`config.mk`:
```
export PLATFORM = sky130hd
export DESIGN_NAME = cpmc_regs
export DESIGN_NICKNAME = d
export VERILOG_FILES = /design/src/rtl/cpmc_pkg.sv /design/src/rtl/cpmc_regs.sv
export SDC_FILE = /design/constraint.sdc
export NUM_CORES = 1
export LEC_CHECK = 0
export BUFFER_PORTS_ARGS = -buffer_cell sky130_fd_sc_hd__buf_4
export CORE_ASPECT_RATIO = 1.5
export CORE_MARGIN = 2
export CORE_UTILIZATION = 45
export CTS_BUF_LIST = sky130_fd_sc_hd__clkbuf_8
export DETAILED_ROUTE_END_ITERATION = 8
export PLACE_DENSITY_LB_ADDON = 0.1
export SLEW_MARGIN = 20
export SYNTH_ARGS = -nofsm -noshare
export SYNTH_HDL_FRONTEND = slang
export SYNTH_SLANG_ARGS = --single-unit
export TNS_END_PERCENT = 30
```
`constraint.sdc`:
```
create_clock -name i_mclk -period 1.7 [get_ports i_mclk]
set_clock_uncertainty 0.2 [all_clocks]
set_input_delay 0 -clock i_mclk [delete_from_list [all_inputs] [get_ports i_mclk]]
set_output_delay 0 -clock i_mclk [all_outputs]
set_load 0.01 [all_outputs]
```
`src/rtl/cpmc_pkg.sv`:
```
package cpmc_pkg;

  // Sequencer port layout
  localparam logic [7:0] IDX_CURSOR_PATTERN = 8'h13;
  localparam logic [7:0] IDX_MISC_CTRL_TWO  = 8'h16;

  // Field positions in the second control register
  localparam int BIT_READY_DELAY  = 5;
  localparam int BIT_CMD_HALF_CLK = 4;
  localparam int BIT_OSC_DISABLE  = 2;
  localparam int BIT_DRAM_CMOS    = 1;
  localparam int BIT_CPU_CMOS     = 0;

  // Values after reset
  localparam logic [1:0] RST_PATTERN = 2'h0;
  localparam logic [4:0] RST_MISC    = 5'h00;
  localparam logic [7:0] RST_INDEX   = 8'h00;

  // Extra ready delay in host bus clocks, one per wait state
  localparam int READY_EXTRA_WAITS = 3;
  localparam logic [1:0] READY_EXTRA_CNT = 2'(READY_EXTRA_WAITS);

  // Register-held controls handed to the rest of the chip
  typedef struct packed {
    logic [1:0] pattern_sel;
    logic       ready_delay;
    logic       cmd_half_clk;
    logic       osc_disable;
    logic       dram_cmos;
    logic       cpu_cmos;
  } cpmc_ctrl_s;

  // Ready stretcher states, Gray coded along the count
  typedef enum logic [2:0] {
    CPMC_RDY_IDLE = 3'b000,
    CPMC_RDY_W1   = 3'b001,
    CPMC_RDY_W2   = 3'b011,
    CPMC_RDY_W3   = 3'b010,
    CPMC_RDY_GO   = 3'b110
  } cpmc_rdy_e;

  // Read-back of the pattern register; reserved bits are zero
  function automatic logic [7:0] cpmc_rd_pattern(input logic [1:0] sel);
    return {6'h00, sel};
  endfunction

endpackage

```
`src/rtl/cpmc_regs.sv`:
```
// Overview of operation
// - Two-bit selector picks one of four 32x32 cursor bitmaps in memory.
// - Index 13 reaches cursor pattern, index 16 the second control register.
// - Ready-delay bit zero gives memory-cycle ready with least delay.
// - Ready-delay bit one holds ready back three extra wait states.
// - Bit 4 adds half a host clock delay on command input timing.
// - Bit 2 set disables oscillator input pad during hardware suspend.
// - Bit 2 clear keeps oscillator pad always enabled.
// - Bit 1 selects DRAM input threshold: zero TTL, one CMOS.
// - Bit 0 selects CPU-bus input threshold: zero TTL, one CMOS.
// - Bits 2..0 write-only reset zero; bits 5,4 read/write reset zero.
// - Cursor shows only while cursor attribute enable bit is one.
`timescale 1ns/100ps
`default_nettype none

module cpmc_regs (
  input  wire logic             i_mclk,
  input  wire logic             i_arst_n,
  input  wire logic             i_ce,
  input  wire logic             i_idx_wr,
  input  wire logic             i_dat_wr,
  input  wire logic             i_dat_rd,
  input  wire logic [7:0]       i_wdata,
  input  wire logic             i_cursor_en,
  input  wire logic             i_suspend_pin,
  input  wire logic             i_mem_cycle_done,
  input  wire logic             i_cmd,
  output logic [7:0]            o_rdata,
  output logic                  o_rvalid,
  output logic                  o_ready,
  output logic                  o_cmd_timed,
  output logic                  o_cursor_show,
  output logic [1:0]            o_cursor_pattern,
  output logic                  o_osc_pad_en,
  output logic                  o_dram_cmos,
  output logic                  o_cpu_cmos
);

  cpmc_pkg::cpmc_ctrl_s ctrl_r, ctrl_nxt;
  logic [7:0]           index_r, index_nxt;
  logic [7:0]           rdata_r, rdata_nxt;
  logic                 rvalid_r, rvalid_nxt;
  logic [2:0]           susp_sync_r;
  logic                 susp_r, susp_nxt;
  logic                 osc_en_r, osc_en_nxt;
  logic                 show_r, show_nxt;
  cpmc_pkg::cpmc_rdy_e  rdy_r, rdy_nxt;
  logic                 ready_r, ready_nxt;
  logic                 cmd_rise_r, cmd_fall_r;

  // Index latch and register writes; reserved bits never stored
  always_comb
  begin
    index_nxt = i_idx_wr ? i_wdata : index_r;
    ctrl_nxt  = ctrl_r;
    if (i_dat_wr && index_r == cpmc_pkg::IDX_CURSOR_PATTERN)
    begin
      ctrl_nxt.pattern_sel = i_wdata[1:0];
    end
    if (i_dat_wr && index_r == cpmc_pkg::IDX_MISC_CTRL_TWO)
    begin
      // Firmware-only register; no lockout, trust the caller
      ctrl_nxt.ready_delay  = i_wdata[cpmc_pkg::BIT_READY_DELAY];
      ctrl_nxt.cmd_half_clk = i_wdata[cpmc_pkg::BIT_CMD_HALF_CLK];
      ctrl_nxt.osc_disable  = i_wdata[cpmc_pkg::BIT_OSC_DISABLE];
      ctrl_nxt.dram_cmos    = i_wdata[cpmc_pkg::BIT_DRAM_CMOS];
      ctrl_nxt.cpu_cmos     = i_wdata[cpmc_pkg::BIT_CPU_CMOS];
    end
  end

  always_ff @(posedge i_mclk or negedge i_arst_n)
  begin
    if (!i_arst_n)
    begin
      index_r <= cpmc_pkg::RST_INDEX;
      ctrl_r  <= {cpmc_pkg::RST_PATTERN, cpmc_pkg::RST_MISC};
    end
    else if (i_ce)
    begin
      index_r <= index_nxt;
      ctrl_r  <= ctrl_nxt;
    end
  end

  // Read path: write-only bits and reserved bits return zero
  always_comb
  begin
    rvalid_nxt = i_dat_rd;
    rdata_nxt  = 8'h00;
    if (i_dat_rd)
    begin
      case (index_r)
        cpmc_pkg::IDX_CURSOR_PATTERN:
          rdata_nxt = cpmc_pkg::cpmc_rd_pattern(ctrl_r.pattern_sel);
        cpmc_pkg::IDX_MISC_CTRL_TWO:
        begin
          rdata_nxt[cpmc_pkg::BIT_READY_DELAY]  = ctrl_r.ready_delay;
          rdata_nxt[cpmc_pkg::BIT_CMD_HALF_CLK] = ctrl_r.cmd_half_clk;
        end
        default:
          rdata_nxt = 8'h00;
      endcase
    end
  end

  always_ff @(posedge i_mclk or negedge i_arst_n)
  begin
    if (!i_arst_n)
    begin
      rdata_r  <= 8'h00;
      rvalid_r <= 1'b0;
    end
    else if (i_ce)
    begin
      rdata_r  <= rdata_nxt;
      rvalid_r <= rvalid_nxt;
    end
  end

  // Suspend pin is asynchronous: three stages, change on 2nd/3rd agree
  always_comb
  begin
    susp_nxt = (susp_sync_r[1] == susp_sync_r[2]) ? susp_sync_r[2] : susp_r;
    // Pad off only when enabled by software and in suspend
    osc_en_nxt = !(ctrl_r.osc_disable && susp_nxt);
    show_nxt   = i_cursor_en;
  end

  always_ff @(posedge i_mclk or negedge i_arst_n)
  begin
    if (!i_arst_n)
    begin
      susp_sync_r <= 3'h0;
      susp_r      <= 1'b0;
      osc_en_r    <= 1'b1;
      show_r      <= 1'b0;
    end
    else if (i_ce)
    begin
      susp_sync_r <= {susp_sync_r[1:0], i_suspend_pin};
      susp_r      <= susp_nxt;
      osc_en_r    <= osc_en_nxt;
      show_r      <= show_nxt;
    end
  end

  // Ready stretcher: immediate, or three extra waits in test mode
  always_comb
  begin
    rdy_nxt   = rdy_r;
    ready_nxt = 1'b0;
    case (rdy_r)
      cpmc_pkg::CPMC_RDY_IDLE:
        if (i_mem_cycle_done)
        begin
          if (ctrl_r.ready_delay)
            rdy_nxt = cpmc_pkg::CPMC_RDY_W1;
          else
            ready_nxt = 1'b1;
        end
      cpmc_pkg::CPMC_RDY_W1: rdy_nxt = cpmc_pkg::CPMC_RDY_W2;
      cpmc_pkg::CPMC_RDY_W2: rdy_nxt = cpmc_pkg::CPMC_RDY_W3;
      cpmc_pkg::CPMC_RDY_W3:
      begin
        rdy_nxt   = cpmc_pkg::CPMC_RDY_IDLE;
        ready_nxt = 1'b1;
      end
      default: rdy_nxt = cpmc_pkg::CPMC_RDY_IDLE;
    endcase
  end

  always_ff @(posedge i_mclk or negedge i_arst_n)
  begin
    if (!i_arst_n)
    begin
      rdy_r   <= cpmc_pkg::CPMC_RDY_IDLE;
      ready_r <= 1'b0;
    end
    else if (i_ce)
    begin
      rdy_r   <= rdy_nxt;
      ready_r <= ready_nxt;
    end
  end

  // Command timing: half-clock delay via falling-edge capture
  // Both captures freeze with the clock enable, like all other state
  always_ff @(posedge i_mclk or negedge i_arst_n)
  begin
    if (!i_arst_n)
      cmd_rise_r <= 1'b0;
    else if (i_ce)
      cmd_rise_r <= i_cmd;
  end

  always_ff @(negedge i_mclk or negedge i_arst_n)
  begin
    if (!i_arst_n)
      cmd_fall_r <= 1'b0;
    else if (i_ce)
      cmd_fall_r <= cmd_rise_r;
  end

  // Output selection is a flop per leg; the mux picks a registered leg
  assign o_cmd_timed = ctrl_r.cmd_half_clk ? cmd_fall_r : cmd_rise_r;

  assign o_rdata          = rdata_r;
  assign o_rvalid         = rvalid_r;
  assign o_ready          = ready_r;
  assign o_cursor_show    = show_r;
  assign o_cursor_pattern = ctrl_r.pattern_sel;
  assign o_osc_pad_en     = osc_en_r;
  assign o_dram_cmos      = ctrl_r.dram_cmos;
  assign o_cpu_cmos       = ctrl_r.cpu_cmos;

  // Register port: stores, index decode and read-back masking
  AST_PATTERN_WRITE: assert property (
    @(posedge i_mclk) disable iff (!i_arst_n)
    i_ce && i_dat_wr && index_r == cpmc_pkg::IDX_CURSOR_PATTERN
    |=> o_cursor_pattern == $past(i_wdata[1:0]))
    else $error("pattern select not stored");
  AST_INDEX_DECODE: assert property (
    @(posedge i_mclk) disable iff (!i_arst_n)
    i_ce && i_dat_wr && index_r != cpmc_pkg::IDX_CURSOR_PATTERN
    |=> $stable(o_cursor_pattern))
    else $error("pattern changed by other index");
  AST_DRAM_THR: assert property (
    @(posedge i_mclk) disable iff (!i_arst_n)
    i_ce && i_dat_wr && index_r == cpmc_pkg::IDX_MISC_CTRL_TWO
    |=> o_dram_cmos == $past(i_wdata[cpmc_pkg::BIT_DRAM_CMOS]))
    else $error("dram threshold select not stored");
  AST_CPU_THR: assert property (
    @(posedge i_mclk) disable iff (!i_arst_n)
    i_ce && i_dat_wr && index_r == cpmc_pkg::IDX_MISC_CTRL_TWO
    |=> o_cpu_cmos == $past(i_wdata[cpmc_pkg::BIT_CPU_CMOS]))
    else $error("cpu threshold select not stored");
  AST_WO_READ: assert property (
    @(posedge i_mclk) disable iff (!i_arst_n)
    i_ce && i_dat_rd && index_r == cpmc_pkg::IDX_MISC_CTRL_TWO
    |=> o_rdata[3:0] == 4'h0 && o_rdata[7:6] == 2'h0)
    else $error("write-only or reserved bits read back");
  AST_PAT_RESV: assert property (
    @(posedge i_mclk) disable iff (!i_arst_n)
    i_ce && i_dat_rd && index_r == cpmc_pkg::IDX_CURSOR_PATTERN
    |=> o_rvalid && o_rdata[7:2] == 6'h00)
    else $error("pattern register reserved bits read back");

  // Ready stretcher: one cycle normally, four with the test delay
  AST_READY_FAST: assert property (
    @(posedge i_mclk) disable iff (!i_arst_n)
    i_ce && rdy_r == cpmc_pkg::CPMC_RDY_IDLE && i_mem_cycle_done
    && !ctrl_r.ready_delay |=> o_ready)
    else $error("fast ready missing");
  AST_READY_SLOW: assert property (
    @(posedge i_mclk) disable iff (!i_arst_n)
    (i_ce [*5]) ##0 ($past(rdy_r,4) == cpmc_pkg::CPMC_RDY_IDLE
    && $past(i_mem_cycle_done,4) && $past(ctrl_r.ready_delay,4))
    |-> !$past(o_ready) && o_ready)
    else $error("slow ready not three waits late");
  AST_READY_HOLD: assert property (
    @(posedge i_mclk) disable iff (!i_arst_n)
    i_ce && (rdy_r == cpmc_pkg::CPMC_RDY_W1
    || rdy_r == cpmc_pkg::CPMC_RDY_W2) |=> !o_ready)
    else $error("ready released during test waits");

  // Command timing: the falling-edge leg only shows between rising edges
  AST_CMD_SEL: assert property (
    @(posedge i_mclk) disable iff (!i_arst_n)
    i_ce ##1 !ctrl_r.cmd_half_clk |-> o_cmd_timed == $past(i_cmd))
    else $error("command timing wrong leg");
  AST_CMD_HALF: assert property (
    @(negedge i_mclk) disable iff (!i_arst_n)
    $past(i_ce) && ctrl_r.cmd_half_clk
    |-> o_cmd_timed == $past(cmd_rise_r))
    else $error("command half-clock delay missing");

  // Oscillator pad and cursor gating
  AST_OSC_OFF: assert property (
    @(posedge i_mclk) disable iff (!i_arst_n)
    i_ce && ctrl_r.osc_disable && susp_nxt |=> !o_osc_pad_en)
    else $error("oscillator pad not disabled");
  AST_OSC_ON: assert property (
    @(posedge i_mclk) disable iff (!i_arst_n)
    i_ce && !ctrl_r.osc_disable |=> o_osc_pad_en)
    else $error("oscillator pad disabled");
  AST_CURSOR_SHOW: assert property (
    @(posedge i_mclk) disable iff (!i_arst_n)
    i_ce && !i_cursor_en |=> !o_cursor_show)
    else $error("cursor shown while disabled");

  // Clock enable low must freeze the registered outputs; o_dram_cmos and o_cmd_timed are not checked here
  AST_CE_HOLD: assert property (
    @(posedge i_mclk) disable iff (!i_arst_n)
    !i_ce |=> $stable(o_rdata) && $stable(o_rvalid) && $stable(o_ready)
    && $stable(o_cursor_pattern) && $stable(o_osc_pad_en)
    && $stable(o_cursor_show) && $stable(o_cpu_cmos))
    else $error("state moved while clock enable low");

  COV_PAT_WR: cover property (@(posedge i_mclk) disable iff (!i_arst_n)
    i_dat_wr && index_r == cpmc_pkg::IDX_CURSOR_PATTERN && i_wdata[1:0] == 2'h3);
  COV_SLOW_RDY: cover property (@(posedge i_mclk) disable iff (!i_arst_n)
    rdy_r == cpmc_pkg::CPMC_RDY_W3);
  COV_OSC_OFF: cover property (@(posedge i_mclk) disable iff (!i_arst_n)
    !o_osc_pad_en);
  COV_MISC_RD: cover property (@(posedge i_mclk) disable iff (!i_arst_n)
    o_rvalid && o_rdata[5]);
  COV_CMD_HALF: cover property (@(posedge i_mclk) disable iff (!i_arst_n)
    ctrl_r.cmd_half_clk && cmd_rise_r);

endmodule // cpmc_regs

`default_nettype wire

```
==> metrics.cfg, run 1 <==
[status]
status=finished with violations
violations=negative setup slack

[timing]
hold_viol_final=0
setup_viol=6
rsz0062_at_grt=yes
finalMaxSlewViolations=0
setup_ws_ps=-366.5
hold_ws_ps=99.43

[routing]
initialDrtViolationCount=1
wirelength_um=2558
vias_per_cell=4.765
dr_total_vias=934
firstDrtPassIters=3
drc=0
wire_per_inst_um=13.05
ant_nets=0

[clock_network]
clock_sinks=31
cts_max_level=2
cts_tree=done
clk_latency_ps=280
cts_buffer_depth=2
cts_inserted_buffers=5
root_buffer=clkbuf_8
clk_pin_slew_ps=60

[power]
power_density_mw_per_mm2=963.0
swShare_pct=24.01
clkPwrFrac_pct=33.3
p_int_uw=1405
p_comb_share_pct=18.0
p_leak_uw=0.0009000
p_sw_uw=444.1
seqPwrFrac_pct=48.7
irDropWorstVdd_mv=0.6886

[yosys]
ys_ff_latch=31
syn_inst=102
ys_types=23
yosysWarningCount=0
syn_area_mm2=0.001348
ys_seq_area_share_pct=57.66
syn_avg_cell_area_um2=13.21

[worst_setup_path]
start_kind=flop
slowest_delay_ps=340
cp.required_ps=1500
path_cells=mux2_4, buf_6
arrival_ps=1870
crit_slowest_cell=dfrtn_1
cp_max_fo=2
end_kind=primary output
r2r_cells=1
path_class=reg2out

[placed_design]
post-dp-hpwl_um=1761
pre_cts_ws_ps=-119.2
gp_congestion=0.7041
io_buffers=30
dpl_cell_area_mm2=0.001638

[grt]
grt_pass1_wl_um=4416
grt_pass1_vias=908
grt_start_max_net_pins=31
antenna_found_initial=0
grt-ovfl-total=0
gr-usage-all-layers_pct=17.53

[cells_and_area]
drive_gt1_share_pct=48.41
antenna_cells=0
nNetsFinal=174
syn2layout_area_growth_pct=42.53
final_area_mm2=0.001921

[floorplanning]
die_h_um=71.02
rows=24
core-area_mm2=0.002883
fp.dieW_um=48.68
start_util_pct=46.74
die_area_mm2=0.003457
io_pins=35

[job]
drv_cap=0

[hold_path]
hp-class=in2async

-- cells in the final DEF, fill, tap and decap left out, types with 3 or more instances in the layout --
master | Yosys | layout
nand3_1 | 4 | 4
buf_4 | 6 | 38
inv_1 | 7 | 8
conb_1 | 1 | 4
o22ai_1 | 5 | 5
mux2_2 | 24 | 17
dfrtp_1 | 29 | 29
clkbuf_8 | 0 | 7
a21oi_1 | 4 | 4
dlygate4sd3_1 | 0 | 14
nand2b_1 | 3 | 3
mux2_4 | 0 | 7
-- per-layer routing --
layer  wire length, µm  track usage (%)  part of all wire (%)
met2              1355            28.61                    53
met5                 0                0                     0
met3               136            6.118                   5.3
met4                47            9.524                   1.8
met1              1018            20.06                    40
-- power by group through the flow --
| stage | registers, µW | clock network (µW) | logic, µW |
|---|---|---|---|
| after floorplan | 904 | 0 | 182 |
| after global placement | 906 | 0 | 281 |
| after detailed placement | 915 | 0 | 291 |
| after CTS | 902 | 633 | 330 |
| after global routing | 914 | 678 | 366 |
| final | 902 | 615 | 333 |
-- worst max-delay path, delay by kind of cell (launching register included) --
kind | cells | cell delay [ps]
flops | 1 | 340
mux | 1 | 270
buf+inv | 1 | 120
-- state kept, by name, summed over array words and instances, names as in the netlist --
name and cells:
cmd_fall_r 1, index_r 8, o_rvalid 1, susp_r 1
o_cpu_cmos 1, ctrl_r 3, cmd_rise_r 1, o_rdata 4
rdy_r 2, o_dram_cmos 1, susp_sync_r 3, o_cursor_show 1
o_osc_pad_en 1, o_ready 1, o_cursor_pattern 2
-- path summary, 6_finish.rpt --
path	startpoint	endpoint	slack, ps
setup / recovery	cmd_fall_r$_DFFE_NN0P_	o_cmd_timed	-370
hold / removal	i_arst_n	o_cursor_pattern[1]$_DFFE_PN0P_	100
setup reg to reg	cmd_rise_r$_DFFE_PN0P_	cmd_fall_r$_DFFE_NN0P_	-120
hold reg to reg	ctrl_r[2]$_DFFE_PN0P_	o_osc_pad_en$_DFFE_PN1P_	230
max in group asynchronous	i_arst_n	cmd_fall_r$_DFFE_NN0P_	600
min in group i_mclk	i_ce	o_osc_pad_en$_DFFE_PN1P_	120
-- stage by stage --
step | total power [µW] | util, % | instances | setup TNS [ps]
floorplan | 1086 | - | 105 | -117.4
global placement | 1187 | 56.81 | 173 | -363.7
detailed placement | 1206 | 56.81 | 173 | -353.9
CTS | 1866 | 66.23 | 195 | -531.6
global route | 1958 | 66.62 | 196 | -1050
finish | 1850 | 66.62 | 196 | -529.6
-- timing repair --
item / in CTS / in global routing
hold endpoints to repair: 55 / 0
pin swaps: 1 / 1
setup endpoints to repair: 9 / 9
gates cloned: 0 / 0
gates resized for setup: 8 / 1
hold buffers: 14 / 0
buffers inserted: 0 / 1
-- area by class of cell --
class	instances	area (µm²)
multi-input cells	58	531.8
clock buffers	7	96.34
repair buffers	53	436.7
fillers	235	962.2
clock inverters	1	3.754
flip-flops and latches	31	777.0
inverters	7	26.28
well taps	39	48.80
-- synth_stat cells --
cell type / count / area, µm²
buf_2: 2 / 10.01
nand2_1: 2 / 7.510
or2_1: 1 / 6.260
nand4bb_4: 1 / 27.53
inv_1: 7 / 26.28
o22ai_1: 5 / 31.28
clkbuf_1: 1 / 3.750
nor4_1: 1 / 6.260
nand2b_1: 3 / 18.77
buf_4: 6 / 45.04
or3_2: 1 / 7.510
nor2_1: 2 / 7.510
nand3_1: 4 / 20.02
nor4b_4: 1 / 23.77
maj3_1: 1 / 10.01
mux2_2: 24 / 270.3
dfstp_2: 1 / 26.28
a31oi_1: 2 / 12.51
nor2b_1: 2 / 12.51
dfrtp_1: 29 / 725.7
dfrtn_1: 1 / 25.02
conb_1: 1 / 3.750
a21oi_1: 4 / 20.02
-- cell families (layout without fill, tap and decap cells) --
logic type      count (synthesis)  count (layout)  synth area share (%)
compound gates                 11              11                 4.735
buf+inv                        16              68                 6.314
fa+ha+maj                       1               1                0.7428
other cells                     1               4                0.2783
flops                          31              31                 57.66
mux                            24              24                 20.06
simple gates                   18              18                 10.21
Note: power is estimated with default switching activity, not from simulation.
==> run 2, diff against run 1 <==
--- a/config.mk
+++ b/config.mk
@@ -9,7 +9,6 @@
 export CORE_ASPECT_RATIO = 1.5
 export CORE_MARGIN = 2
 export CORE_UTILIZATION = 45
-export CTS_BUF_LIST = sky130_fd_sc_hd__clkbuf_8
 export DETAILED_ROUTE_END_ITERATION = 8
 export PLACE_DENSITY_LB_ADDON = 0.1
 export SLEW_MARGIN = 20
==> metrics.cfg, run 2 (synthesized netlist as in run 1, its figures left out) <==
[status]
status=finished with violations
violations=negative setup slack

[placed_design]
gp_congestion=0.7041
post-dp-hpwl_um=1761
placed_cells=173
io_buffers=30
dpl_cell_area_mm2=0.001638

[clock_network]
cts_tree=done
cts_buffer_depth=2
clk_latency_ps=280
root_buffer=clkbuf_8
clk_pin_slew_ps=60
clock_sinks=31
cts_max_level=2
cts_inserted_buffers=5

[routing]
ant_nets=0
drc=0
dr_total_vias=936
vias_per_cell=4.776
initialDrtViolationCount=1
wirelength_um=2551
firstDrtPassIters=3
wire_per_inst_um=13.02

[worst_setup_path]
end_kind=primary output
arrival_ps=1870
r2r-start=cmd_rise_r$_DFFE_PN0P_
cp.required_ps=1500
start_kind=flop
path_class=reg2out
cp-startpoint=cmd_fall_r$_DFFE_NN0P_
cp_max_fo=2

[grt]
grt-ovfl-total=0
gr-usage-all-layers_pct=17.53
grt_pass1_wl_um=4416
grt_pass1_vias=908
grt_start_max_net_pins=31
antenna_found_initial=0

[cells_and_area]
final-seq-area_um2=777.0
final_area_mm2=0.001921
drive_gt1_share_pct=48.41
syn2layout_area_growth_pct=42.53
largest_register_ff_count=8
n_fill_cell=235
top_register=index_r
final_cell_mix=buf_4 (38), dfrtp_1 (29), mux2_2 (17), dlygate4sd3_1 (14)
multiInputGateArea_um2=531.8
antenna_cells=0
layout.cells.most_common=buf_4
nNetsFinal=174
finalNonFillerCells=196

[timing]
hold_viol_final=0
setup_viol=6
setup_ws_ps=-365.9
finalMaxSlewViolations=0
rsz0062_at_grt=yes

[floorplanning]
start_util_pct=46.74
die_area_mm2=0.003457
io_pins=35
die_h_um=71.02
fp.dieW_um=48.68
rows=24
core-area_mm2=0.002883

[hold_path]
hp-class=in2async

[power]
irDropWorstVdd_mv=0.6887
power_density_mw_per_mm2=965.7
p_leak_uw=0.0008959

[job]
drv_cap=0

## run 2: changes by cell type in the layout (fill, tap and decap cells not counted), sizes merged
cell    delta
inv        -1
clkbuf     +1
## run 2: through the flow
stage / TNS, ps / hold WS [ps] / setup WS (ps) / util (%) / power [µW]
after floorplan: -117.4 / -495.6 / -117.4 / - / 1086
after global placement: -363.7 / -136.3 / -111.4 / 56.81 / 1187
after detailed placement: -353.9 / -131.9 / -119.2 / 56.81 / 1206
after CTS: -531.5 / 108.8 / -378.5 / 66.23 / 1871
after global routing: -1050 / 137.4 / -408.7 / 66.62 / 1964
final: -523.6 / 99.69 / -365.9 / 66.62 / 1855
## run 2: layout make-up
| cell class | instances | share of cell area, % |
|---|---|---|
| clock buffers | 8 | 5.212 |
| repair buffers | 53 | 22.74 |
| inverters | 7 | 1.368 |
| flip-flops and latches | 31 | 40.46 |
| multi-input cells | 58 | 27.69 |
| well taps | 39 | 2.541 |
## run 2: final timing paths
check	to	slack, ps	depth (start not counted)
worst max register to register	cmd_fall_r$_DFFE_NN0P_	-120	1
worst min-delay path	o_cursor_pattern[1]$_DFFE_PN0P_	100	3
min in group i_mclk	o_osc_pad_en$_DFFE_PN1P_	120	4
worst min register to register	o_osc_pad_en$_DFFE_PN1P_	230	1
max in group asynchronous	cmd_fall_r$_DFFE_NN0P_	600	2
worst max-delay path	o_cmd_timed	-370	2
## run 2: repair_timing
item,4_1_cts,5_1_grt
hold buffers,14,0
endpoints found under the setup margin,9,9
hold endpoints to repair,55,0
buffers inserted,0,1
gates resized for setup,8,1
pin swaps,1,1
## run 2: worst max-delay path: stages, from the launching register on
cell and delay (ps):
dfrtn_1 340, mux2_4 270, buf_6 120
## run 2: routing by layer
layer | up-vias | GRT usage [%] | wire (µm)
met2 | 28 | 28.61 | 1354
met3 | 4 | 6.118 | 136
li1 | 459 | - | -
met4 | 0 | 9.524 | 47
met5 | - | 0 | 0
met1 | 445 | 20.06 | 1013
## run 2: power by group
part,switching [µW],internal [µW]
Clock,252,369
Sequential,67.5,834
Combinational,124,209
Total,443,1410
